==> config.mk <==
export PLATFORM = sky130hd
export DESIGN_NAME = serial_flash_image_programmer
export DESIGN_NICKNAME = d
export VERILOG_FILES = /design/src/logic/flash_prog_pkg.sv /design/src/logic/serial_flash_image_programmer.sv
export VERILOG_INCLUDE_DIRS = /design/src /design/src/logic
export SDC_FILE = /design/constraint.sdc
export NUM_CORES = 1
export LEC_CHECK = 0
export BUFFER_PORTS_ARGS = -buffer_cell sky130_fd_sc_hd__buf_2
export CAP_MARGIN = 0
export CORE_MARGIN = 2
export CORE_UTILIZATION = 35
export CTS_CLUSTER_SIZE = 20
export DETAILED_ROUTE_END_ITERATION = 10
export GPL_TIMING_DRIVEN = 0
export SLEW_MARGIN = 0
export SYNTH_ARGS = -nofsm -noshare
export SYNTH_HDL_FRONTEND = slang
export SYNTH_SLANG_ARGS = --single-unit
==> constraint.sdc <==
create_clock -name ref_clk -period 10.2 [get_ports ref_clk]
set_input_delay 0.51 -clock ref_clk [delete_from_list [all_inputs] [get_ports ref_clk]]
set_output_delay 0.51 -clock ref_clk [all_outputs]
set_load 0.02 [all_outputs]
==> src/logic/flash_prog_cfg.svh <==
// Functional notes
// - First set up the serial channel, then clear write protection with opcode 01.
// - Copy 8 KB loader from RAM FFF80000 to flash address 0.
// - Copy application to flash 2000; source and length come from its descriptor.
// - Check each destination range is blank; erase only when not, never program dirty.
// - Program one byte per command using opcode 02.
// - Erase whole 64 KB blocks with opcode D8, covering every touched block.
// - Send write enable opcode 06 before every program, erase or status write.
// - Use opcode 04 to disable writing when finished.
// - Read the flash status register with opcode 05.
// - All flash traffic goes over serial channel zero only.
// - Descriptor holds start and end pointers; length is end minus start.
`ifndef FLASH_PROG_CFG_SVH
`define FLASH_PROG_CFG_SVH
`define OP_WRSR      8'h01
`define OP_PROG      8'h02
`define OP_WRDI      8'h04
`define OP_RDSR      8'h05
`define OP_WREN      8'h06
`define OP_ERASE     8'hD8
`define OP_READ_DFLT 8'h03
`define WRSR_VALUE   8'h00
`define WIP_BIT      0
`define LDR_SRC      32'hFFF8_0000
`define LDR_DST      32'h0000_0000
`define LDR_LEN      32'h0000_2000
`define APP_DST      32'h0000_2000
`define HDR_BYTES    32'h0000_0004
`define DESC_BYTES   3'h7
`endif

==> src/logic/flash_prog_pkg.sv <==
package flash_prog_pkg;
  typedef enum logic [4:0] {
    S_IDLE, S_WRSR_EN, S_WRSR, S_DESC, S_DWAIT, S_CHECK, S_CHKEND,
    S_ERASE, S_ERASE2, S_ERNEXT, S_NEXT, S_PSTART, S_FETCH, S_FWAIT,
    S_PWREN, S_PCMD, S_PNEXT, S_POLL, S_PCHK, S_WRDI, S_XFER, S_DONE
  } state_type;
endpackage

==> src/logic/serial_flash_image_programmer.sv <==
`timescale 1ns/1ns
`include "flash_prog_cfg.svh"

module serial_flash_image_programmer #(
  parameter logic [7:0] READ_OPCODE = `OP_READ_DFLT
) (
  input  wire logic        ref_clk,
  input  wire logic        rst_b,
  input  wire logic        start,
  input  wire logic [31:0] desc_addr,
  output logic      [31:0] ram_addr,
  output logic             ram_rd,
  input  wire logic [7:0]  ram_rdata,
  output logic             spi_sclk,
  output logic             spi_cs_b,
  output logic             spi_mosi,
  input  wire logic        spi_miso,
  output logic             busy,
  output logic             done
);

  flash_prog_pkg::state_type state_q;
  flash_prog_pkg::state_type ret_q;
  flash_prog_pkg::state_type poll_ret_q;

  logic [31:0] k_q;
  logic [31:0] n_q;
  logic [7:0]  fr_op_q;
  logic [23:0] fr_addr_q;
  logic [7:0]  fr_dat_q;
  logic        wait_q;
  logic        launch_q;
  logic [7:0]  tx_q;
  logic [7:0]  last_rx_q;
  logic        dirty_q;
  logic        checking_q;
  logic [63:0] desc_q;
  logic [2:0]  di_q;
  logic        img_q;
  logic        prog_phase_q;
  logic [7:0]  blk_q;
  logic [31:0] off_q;

  logic [7:0]  sh_q;
  logic [2:0]  bits_q;
  logic        sh_busy_q;
  logic        byte_done_q;
  logic [7:0]  rx_q;

  logic [31:0] img_src;
  logic [31:0] img_dst;
  logic [31:0] img_len;
  logic [31:0] img_last;
  logic [7:0]  tx_byte;

  // The loader image is fixed; the application comes from the descriptor.
  always_comb begin
    if (!img_q) begin
      img_src = `LDR_SRC;
      img_dst = `LDR_DST;
      img_len = `LDR_LEN;
    end else begin
      img_src = desc_q[63:32];
      img_dst = `APP_DST;
      img_len = desc_q[31:0] - desc_q[63:32];
    end
    img_last = img_dst + img_len - 32'h0000_0001;
  end

  // Byte order within a frame: opcode, address high to low, then data.
  always_comb begin
    if (k_q == 32'h0000_0000) begin
      tx_byte = fr_op_q;
    end else if (k_q == 32'h0000_0001) begin
      tx_byte = fr_addr_q[23:16];
    end else if (k_q == 32'h0000_0002) begin
      tx_byte = fr_addr_q[15:8];
    end else if (k_q == 32'h0000_0003) begin
      tx_byte = fr_addr_q[7:0];
    end else begin
      tx_byte = fr_dat_q;
    end
  end

  task automatic go(input logic [7:0] op, input logic [23:0] addr,
                    input logic [31:0] n, input flash_prog_pkg::state_type r);
    fr_op_q   <= op;
    fr_addr_q <= addr;
    n_q       <= n;
    k_q       <= 32'h0000_0000;
    spi_cs_b  <= 1'b0;
    ret_q     <= r;
    state_q   <= flash_prog_pkg::S_XFER;
  endtask

  always_ff @(posedge ref_clk or negedge rst_b) begin
    if (!rst_b) begin
      state_q      <= flash_prog_pkg::S_IDLE;
      ret_q        <= flash_prog_pkg::S_IDLE;
      poll_ret_q   <= flash_prog_pkg::S_IDLE;
      k_q          <= 32'h0000_0000;
      n_q          <= 32'h0000_0000;
      fr_op_q      <= 8'h00;
      fr_addr_q    <= 24'h000000;
      fr_dat_q     <= 8'h00;
      wait_q       <= 1'b0;
      launch_q     <= 1'b0;
      tx_q         <= 8'h00;
      last_rx_q    <= 8'h00;
      dirty_q      <= 1'b0;
      checking_q   <= 1'b0;
      desc_q       <= 64'h0000_0000_0000_0000;
      di_q         <= 3'h0;
      img_q        <= 1'b0;
      prog_phase_q <= 1'b0;
      blk_q        <= 8'h00;
      off_q        <= 32'h0000_0000;
      ram_addr     <= 32'h0000_0000;
      ram_rd       <= 1'b0;
      spi_cs_b     <= 1'b1;
      busy         <= 1'b0;
      done         <= 1'b0;
    end else begin
      launch_q <= 1'b0;
      ram_rd   <= 1'b0;
      done     <= 1'b0;
      unique case (state_q)
        flash_prog_pkg::S_IDLE: begin
          if (start) begin
            busy         <= 1'b1;
            img_q        <= 1'b0;
            prog_phase_q <= 1'b0;
            go(`OP_WREN, 24'h000000, 32'h0000_0001, flash_prog_pkg::S_WRSR);
          end
        end
        flash_prog_pkg::S_WRSR: begin
          fr_dat_q   <= `WRSR_VALUE;
          poll_ret_q <= flash_prog_pkg::S_DESC;
          di_q       <= 3'h0;
          // The address bytes are skipped for a two-byte frame via k offset.
          go(`OP_WRSR, 24'h000000, 32'h0000_0005, flash_prog_pkg::S_POLL);
          k_q <= 32'h0000_0003;
        end
        flash_prog_pkg::S_DESC: begin
          ram_rd   <= 1'b1;
          ram_addr <= desc_addr + {29'h0, di_q};
          state_q  <= flash_prog_pkg::S_DWAIT;
        end
        flash_prog_pkg::S_DWAIT: begin
          desc_q <= {desc_q[55:0], ram_rdata};
          di_q   <= di_q + 3'h1;
          if (di_q == `DESC_BYTES) begin
            state_q <= flash_prog_pkg::S_CHECK;
          end else begin
            state_q <= flash_prog_pkg::S_DESC;
          end
        end
        flash_prog_pkg::S_CHECK: begin
          dirty_q <= 1'b0;
          if (img_len == 32'h0000_0000) begin
            state_q <= flash_prog_pkg::S_NEXT;
          end else begin
            checking_q <= 1'b1;
            go(READ_OPCODE, img_dst[23:0], img_len + `HDR_BYTES,
               flash_prog_pkg::S_CHKEND);
          end
        end
        flash_prog_pkg::S_CHKEND: begin
          checking_q <= 1'b0;
          blk_q      <= img_dst[23:16];
          if (dirty_q) begin
            state_q <= flash_prog_pkg::S_ERASE;
          end else begin
            state_q <= flash_prog_pkg::S_NEXT;
          end
        end
        flash_prog_pkg::S_ERASE: begin
          go(`OP_WREN, 24'h000000, 32'h0000_0001, flash_prog_pkg::S_ERASE2);
        end
        flash_prog_pkg::S_ERASE2: begin
          poll_ret_q <= flash_prog_pkg::S_ERNEXT;
          go(`OP_ERASE, {blk_q, 16'h0000}, `HDR_BYTES, flash_prog_pkg::S_POLL);
        end
        flash_prog_pkg::S_ERNEXT: begin
          if (blk_q == img_last[23:16]) begin
            state_q <= flash_prog_pkg::S_NEXT;
          end else begin
            blk_q   <= blk_q + 8'h01;
            state_q <= flash_prog_pkg::S_ERASE;
          end
        end
        flash_prog_pkg::S_NEXT: begin
          // Both ranges are cleared before any byte is written, since the
          // application's first block also holds the loader.
          if (!img_q) begin
            img_q   <= 1'b1;
            state_q <= prog_phase_q ? flash_prog_pkg::S_PSTART : flash_prog_pkg::S_CHECK;
          end else if (!prog_phase_q) begin
            img_q        <= 1'b0;
            prog_phase_q <= 1'b1;
            state_q      <= flash_prog_pkg::S_PSTART;
          end else begin
            state_q <= flash_prog_pkg::S_WRDI;
          end
        end
        flash_prog_pkg::S_PSTART: begin
          off_q <= 32'h0000_0000;
          if (img_len == 32'h0000_0000) begin
            state_q <= flash_prog_pkg::S_NEXT;
          end else begin
            state_q <= flash_prog_pkg::S_FETCH;
          end
        end
        flash_prog_pkg::S_FETCH: begin
          ram_rd   <= 1'b1;
          ram_addr <= img_src + off_q;
          state_q  <= flash_prog_pkg::S_FWAIT;
        end
        flash_prog_pkg::S_FWAIT: begin
          fr_dat_q <= ram_rdata;
          state_q  <= flash_prog_pkg::S_PWREN;
        end
        flash_prog_pkg::S_PWREN: begin
          go(`OP_WREN, 24'h000000, 32'h0000_0001, flash_prog_pkg::S_PCMD);
        end
        flash_prog_pkg::S_PCMD: begin
          poll_ret_q <= flash_prog_pkg::S_PNEXT;
          go(`OP_PROG, img_dst[23:0] + off_q[23:0], 32'h0000_0005,
             flash_prog_pkg::S_POLL);
        end
        flash_prog_pkg::S_PNEXT: begin
          off_q <= off_q + 32'h0000_0001;
          if (off_q + 32'h0000_0001 == img_len) begin
            state_q <= flash_prog_pkg::S_NEXT;
          end else begin
            state_q <= flash_prog_pkg::S_FETCH;
          end
        end
        flash_prog_pkg::S_POLL: begin
          go(`OP_RDSR, 24'h000000, 32'h0000_0005, flash_prog_pkg::S_PCHK);
          k_q <= 32'h0000_0003;
        end
        flash_prog_pkg::S_PCHK: begin
          if (last_rx_q[`WIP_BIT]) begin
            state_q <= flash_prog_pkg::S_POLL;
          end else begin
            state_q <= poll_ret_q;
          end
        end
        flash_prog_pkg::S_WRDI: begin
          go(`OP_WRDI, 24'h000000, 32'h0000_0001, flash_prog_pkg::S_DONE);
        end
        flash_prog_pkg::S_XFER: begin
          if (!wait_q) begin
            // A blank check ends at the first dirty byte; the range is erased anyway.
            if (k_q == n_q || (checking_q && dirty_q)) begin
              spi_cs_b <= 1'b1;
              state_q  <= ret_q;
            end else begin
              launch_q <= 1'b1;
              wait_q   <= 1'b1;
              tx_q     <= (k_q == 32'h0000_0003 && n_q != `HDR_BYTES
                           && fr_op_q != `OP_PROG && fr_op_q != READ_OPCODE)
                          ? fr_op_q : tx_byte;
            end
          end else if (byte_done_q) begin
            wait_q    <= 1'b0;
            k_q       <= k_q + 32'h0000_0001;
            last_rx_q <= rx_q;
            if (checking_q && k_q >= `HDR_BYTES && rx_q != 8'hFF) begin
              dirty_q <= 1'b1;
            end
          end
        end
        flash_prog_pkg::S_DONE: begin
          busy    <= 1'b0;
          done    <= 1'b1;
          state_q <= flash_prog_pkg::S_IDLE;
        end
        default: begin
          state_q <= flash_prog_pkg::S_IDLE;
        end
      endcase
    end
  end

  // Channel zero shifter, mode 0: sclk runs at half of ref_clk.
  always_ff @(posedge ref_clk or negedge rst_b) begin
    if (!rst_b) begin
      sh_q        <= 8'h00;
      bits_q      <= 3'h0;
      sh_busy_q   <= 1'b0;
      byte_done_q <= 1'b0;
      rx_q        <= 8'h00;
      spi_sclk    <= 1'b0;
      spi_mosi    <= 1'b0;
    end else begin
      byte_done_q <= 1'b0;
      if (launch_q) begin
        sh_q      <= tx_q;
        spi_mosi  <= tx_q[7];
        bits_q    <= 3'h0;
        sh_busy_q <= 1'b1;
        spi_sclk  <= 1'b0;
      end else if (sh_busy_q) begin
        if (!spi_sclk) begin
          spi_sclk <= 1'b1;
          rx_q     <= {rx_q[6:0], spi_miso};
        end else begin
          spi_sclk <= 1'b0;
          bits_q   <= bits_q + 3'h1;
          sh_q     <= {sh_q[6:0], 1'b0};
          spi_mosi <= sh_q[6];
          if (bits_q == 3'h7) begin
            sh_busy_q   <= 1'b0;
            byte_done_q <= 1'b1;
          end
        end
      end
    end
  end

endmodule

# Yosys cells after proc, flatten, opt, wreduce, memory -nomap -nowiden
# Cells that the tools add are included.
# classes
eq_ne	41
n_mux	91
reduce_logical	54
order_cmp	1
n_bitwise	4
addsub	12
# op_table
operator	count
one-hot mux 32 bit (5 select lines)	2
two-way mux 32 bit	8
one-hot mux 32 bit (2 select lines)	2
one-hot mux 24 bit (5 select lines)	1
one-hot mux 5 bit (14 select lines)	1
adder 32 x 1 -> 32 bit (second input constant)	2
== test 32 x 2 -> 1 bit (second input constant)	2
== test 32 bit	2
logical NOT 32 bit	2
two-way mux 8 bit	8
one-hot mux 8 bit (8 select lines)	1
two-way mux 24 bit	2
two-way mux 5 bit	9
== test 5 x 4 -> 1 bit (second input constant)	8
one-hot mux 5 bit (7 select lines)	1
two-way mux 1 bit	33
adder 32 x 3 -> 32 bit	1
adder 32 x 3 -> 32 bit (second input constant)	1
adder 32 bit	1
== test 32 x 1 -> 1 bit (second input constant)	1
>= comparator 32 x 3 -> 1 bit (second input constant)	1
!= test 32 x 3 -> 1 bit (second input constant)	1
one-hot mux 8 bit (2 select lines)	2
subtractor 32 bit	1
39 further kinds	110
# totals
regBits	299
output_inout_bits	38
word_cells	235
input_bits	44

# Depth between registers and ports, before layout
# logic_depth
ltp_word	7
depth_mapped	26
ltp_nobuf	22

# Worst setup path before layout
# Ideal clock, no wire load.
# synth_timing
path_type	register to register
from	register desc_q[32]
to	register blk_q[2]
synth_period_minus_slack_ns	5.086
setup_ns	0.095
n_path_buf	1
path_stages_with_launch	22
slack_ns	5.114
arrival_time_ns	4.991
required_ns	10.105
cell_sequence	dfrtp_1 -> ha_1 -> fa_1 -> and2b_1 -> o2111ai_1 -> and3_1 -> o21ai_1 -> inv_1 -> ha_1 -> or3_1 -> a221oi_1 -> o41ai_1 -> o211ai_1 -> o311a_1 -> or3_1 -> a211oi_2 -> xnor2_1 -> o211ai_1 -> o31ai_2 -> buf_2 -> o211ai_1 -> o31ai_1
# synth_via
elab_chain_cells	7
# synth_rtl
element	line_no	text
from (decl)	serial_flash_image_programmer.sv:37	logic [63:0] desc_q;
from (signal assigned)	serial_flash_image_programmer.sv:150	desc_q <= {desc_q[55:0], ram_rdata};
subtractor 32 bit	serial_flash_image_programmer.sv:65	img_len = desc_q[31:0] - desc_q[63:32];
two-way mux 32 bit	serial_flash_image_programmer.sv:58	if (!img_q) begin
adder 14 x 24 -> 24 bit	serial_flash_image_programmer.sv:67	img_last = img_dst + img_len - 32'h0000_0001;
subtractor 24 x 1 -> 24 bit	serial_flash_image_programmer.sv:67	
== test 8 bit	serial_flash_image_programmer.sv:185	if (blk_q == img_last[23:16]) begin
!= test 2 bit (no line)	n/a	
AND reduction 2 bit (no line)	n/a	
to (signal assigned)	serial_flash_image_programmer.sv:170	blk_q <= img_dst[23:16];
to (signal assigned)	serial_flash_image_programmer.sv:188	blk_q <= blk_q + 8'h01;
to (decl)	serial_flash_image_programmer.sv:41	logic [7:0] blk_q;
# No other way between the ends.
# A chain may end at the register's enable or synchronous reset.

# Worst setup path in the final report
# layout_timing
from	register img_q
to	register ram_addr[29]
# layout_via
elab_chain_cells	3
# layout_rtl
element	line_no	text
from (decl)	serial_flash_image_programmer.sv:39	logic img_q;
from (signal assigned)	serial_flash_image_programmer.sv:114	img_q <= 1'b0;
from (signal assigned)	serial_flash_image_programmer.sv:131	img_q <= 1'b0;
from (signal assigned)	serial_flash_image_programmer.sv:196	img_q <= 1'b1;
two-way mux 32 bit	serial_flash_image_programmer.sv:58	
adder 32 bit	serial_flash_image_programmer.sv:216	ram_addr <= img_src + off_q;
one-hot mux 32 bit (2 select lines)	serial_flash_image_programmer.sv:127	unique case (state_q)
to (signal assigned)	serial_flash_image_programmer.sv:146	ram_addr <= desc_addr + {29'h0, di_q};
to (signal assigned)	serial_flash_image_programmer.sv:216	
to (decl)	serial_flash_image_programmer.sv:11	output logic [31:0] ram_addr,
# No other way between the ends.

==> flow_metrics.env <==
export IMPL_run_status="finished, final reports clean"
export IMPL_initial_core_util=0.354
export IMPL_cts_root_buf="clkbuf_16"
export IMPL_wl_per_cell_um=21.5
export IMPL_post_place_ws_ps=3150
export IMPL_vias=20200
export IMPL_cp_max_fo=10
export IMPL_fin_ws_ps=2890
export IMPL_crit_chain="clkbuf_1 -> clkbuf_1 -> clkbuf_1 -> clkbuf_1 -> clkbuf_1 -> nand2_1 -> inv_1 -> ha_1 -> a21o_1 -> a21oi_1 -> o21ai_0 -> a31oi_1 -> o21ai_0 -> a2111oi_0 -> o31ai_1 -> a2111oi_0 -> nor3_1 -> a211o_1 -> a32oi_1"
export IMPL_syn_area_mm2=0.0213
export IMPL_core_rowCount=90
export IMPL_drv_cap=0
export IMPL_drt_total_wl_um=75700
export IMPL_grt_overflow=0
export IMPL_cts_setup_buffers=0
export IMPL_layout_cells_non_filler=3515
export IMPL_syn_nets=2759
export IMPL_synth_edff_count=0
export IMPL_cts_resized_gates=0
export IMPL_multi_input_area_mm2=0.0129
export IMPL_dieHeight_um=251
export IMPL_synth_largest_area_cell="dfrtp_1"
export IMPL_synth_ff_type="dfrtp_1"
export IMPL_fin_crit_sh=0.717
export IMPL_cts_tree="done"
export IMPL_drt_vias_per_instance=5.75
export IMPL_critPathBufInv=6
export IMPL_tns_ps=0
export IMPL_fp_coreArea_mm2=0.0602
export IMPL_max_slew_worst_pin_slew_ps=1360
export IMPL_max_vdd_ir_drop_mv=0.188
export IMPL_p_per_area_mw_per_mm2=321
export IMPL_syn_inst=2586
export IMPL_setup_viol=0
export IMPL_startpoint_type="flip-flop"
export IMPL_grt_usage=0.237
export IMPL_fmax_ghz=0.137
export IMPL_crit_family="buffers and inverters"
export IMPL_slew_headroom=0.0901
export IMPL_clock_latency_ps=560
export IMPL_clk_pin_slew_worst_paths_ps=60
export IMPL_area_growth_pct=12.1
export IMPL_design_portCount=82
export IMPL_critPathSlowestCell="clkbuf_1"
export IMPL_crit_top_cell="clkbuf_1"
export IMPL_final_util=0.396
export IMPL_ys_warn_count=0
export IMPL_routabilityCongestion=0.938
export IMPL_die_area_mm2=0.0628
export IMPL_grt_start_max_net_pins=110
export IMPL_cts_buffers=35
export IMPL_worstPathArrival_ps=7790
export IMPL_n_fill_cell=6121
export IMPL_drtAntennaViolNets=0
export IMPL_fin_skew_ps=27.5
export IMPL_hold_violations=0
export IMPL_ys_ff_latch=294
export IMPL_max_stage_delay_ps=650
export IMPL_remaining_drc_errors=0
export IMPL_fp_dieW_um=251
export IMPL_synth_area_leaders="dfrtp_1 34%, ha_1 7.4%, nand2_1 6.6%, o21ai_0 5.7%, xnor2_1 5.2%"
export IMPL_rsz0062_at_grt="false"
export IMPL_placed_cells=3454
export IMPL_synth_async_reset_ratio=1.00
export IMPL_drt_iter0_drc=1830
export IMPL_end_kind="flip-flop"
export IMPL_ctsHtreeMaxLevel=2
export IMPL_holdBufCountCts=0
export IMPL_finalMaxSlewViolations=0
export IMPL_grt_pass1_wl_um=116000
export IMPL_leakage_nw=10.5
export IMPL_first_global_vias=19600
export IMPL_antenna_found_initial=2
export IMPL_ys_types=94
export IMPL_synth_top_cell_area_share=0.344
export IMPL_regArea_mm2=0.00736
export IMPL_synth_seq_area_share=0.345
export IMPL_cp_required_ps=10680
export IMPL_drtPass1Iterations=7
export IMPL_cts_sinks=294
export IMPL_min_period_ps=7310
export IMPL_port_buffers=81
export IMPL_post_dp_hpwl_um=59500
export IMPL_fin_nets=2882
export IMPL_syn_area_per_cell_um2=8.24
export IMPL_total_power_mw=7.67
export IMPL_critPathKind="flip-flop to flip-flop"
export IMPL_diodes=0
export IMPL_worstHoldPathType="input port to asynchronous set/reset pin"
export IMPL_layout_drive_gt1_share=0.0776
export IMPL_cts_path_max_buffers=3
## metrics by stage
stage | cell area, um2 | hold slack, ps
final | 23900 | 22.2
after global routing | 23900 | 96.5
after CTS | 23900 | 47.5
after detailed placement | 22800 | 466
after global placement | 22700 | 459
after floorplan | 21300 | 214
## registers in the layout, summed over array words and instances, names as in the netlist, 3 cells and up
name and count:
desc_q 64, k_q 32, n_q 32, off_q 32, ram_addr 32, fr_addr_q 24
blk_q 8, fr_dat_q 8, rx_q 8, tx_q 8, sh_q 7, ret_q 5
state_q 5, fr_op_q 4, poll_ret_q 4, bits_q 3, di_q 3
## synth_stat cells (8+ instances only)
cell      instances
buf_2            14
inv_1           122
nor2_1          208
o21bai_1          9
o21ai_1           8
clkbuf_1        102
and3_1           44
nand2b_1         20
mux2i_1          25
a211oi_1         31
a31oi_1          28
nand4_1          48
or3_1            12
xor2_1           66
dfrtp_1         293
a21o_1           31
o31ai_1          40
o21a_1           16
and2_1           29
and4_1           17
ha_1            126
nor2b_1          12
a21oi_1         119
nand2_1         376
or2_2             8
mux2_2           17
o21ai_0         243
o211ai_1         20
nor4_1           33
a22o_1           30
nor3_1           47
o22ai_1          18
a222oi_1          8
xnor2_1         126
nand3_1          80
## placed cells by master, fill, tap and decap left out, types with 16 or more instances in the layout
cell and count:
nand2_1 376, inv_1 122, o31ai_1 40, and3_1 44
clkbuf_1 109, dfrtp_1 293, nand2b_1 20, nor2_1 208
and2_1 29, a22o_1 30, xnor2_1 126, ha_1 126
a31oi_1 28, a211oi_1 31, buf_2 95, nor4_1 33
nor3_1 46, o21a_1 16, and4_1 17, xor2_1 66
clkbuf_16 36, nand4_1 48, o21ai_0 243, a21o_1 31
o211ai_1 20, a21oi_1 119, mux2i_1 25, mux2_2 17
nand3_1 80, o22ai_1 18
## logic make-up after synthesis
family	synth area share
XOR/XNOR	0.0811
AO/OA/AOI/OAI	0.211
buffers and inverters	0.0468
adder cells (fa/ha/maj)	0.0768
flip-flops	0.345
AND/OR/NAND/NOR	0.218
multiplexers	0.0207
## routing by layer
metal  vias up  global-route usage  part of all wire
met5         -                   0           0.00016
met4         2              0.0908             0.040
met3       146              0.0307             0.057
met1      9916               0.324              0.45
met2       653               0.382              0.46
li1       9505                   -                 -
## cell type report
type,instances,share of cell area
flip-flops and latches,294,0.308
clock buffers,48,0.0417
repair buffers,86,0.0207
multi-input cells,2038,0.542
plain buffers,129,0.0221
well taps,782,0.0410
inverters,125,0.0196
clock inverters,13,0.00477
## worst paths after layout
kind	cells past startpoint	end	start	slack, ps
setup reg to reg	19	ram_addr[29]	img_q	2890
hold reg to reg	2	spi_mosi	spi_mosi	480
min in group ref_clk	2	rx_q[0]	spi_miso	180
setup / recovery	19	ram_addr[29]	img_q	2890
hold / removal	1	k_q[18]	rst_b	20
max in group asynchronous	3	desc_q[13]	rst_b	8690
## power by group
part	total (mW)	switching (mW)	internal (mW)	leakage [nW]
logic	4.71	3.10	1.61	6.03
registers	1.73	0.271	1.46	3.88
clock network	1.23	0.522	0.712	0.545
total	7.67	3.90	3.78	10.5
(Power assumes the default switching activity.)
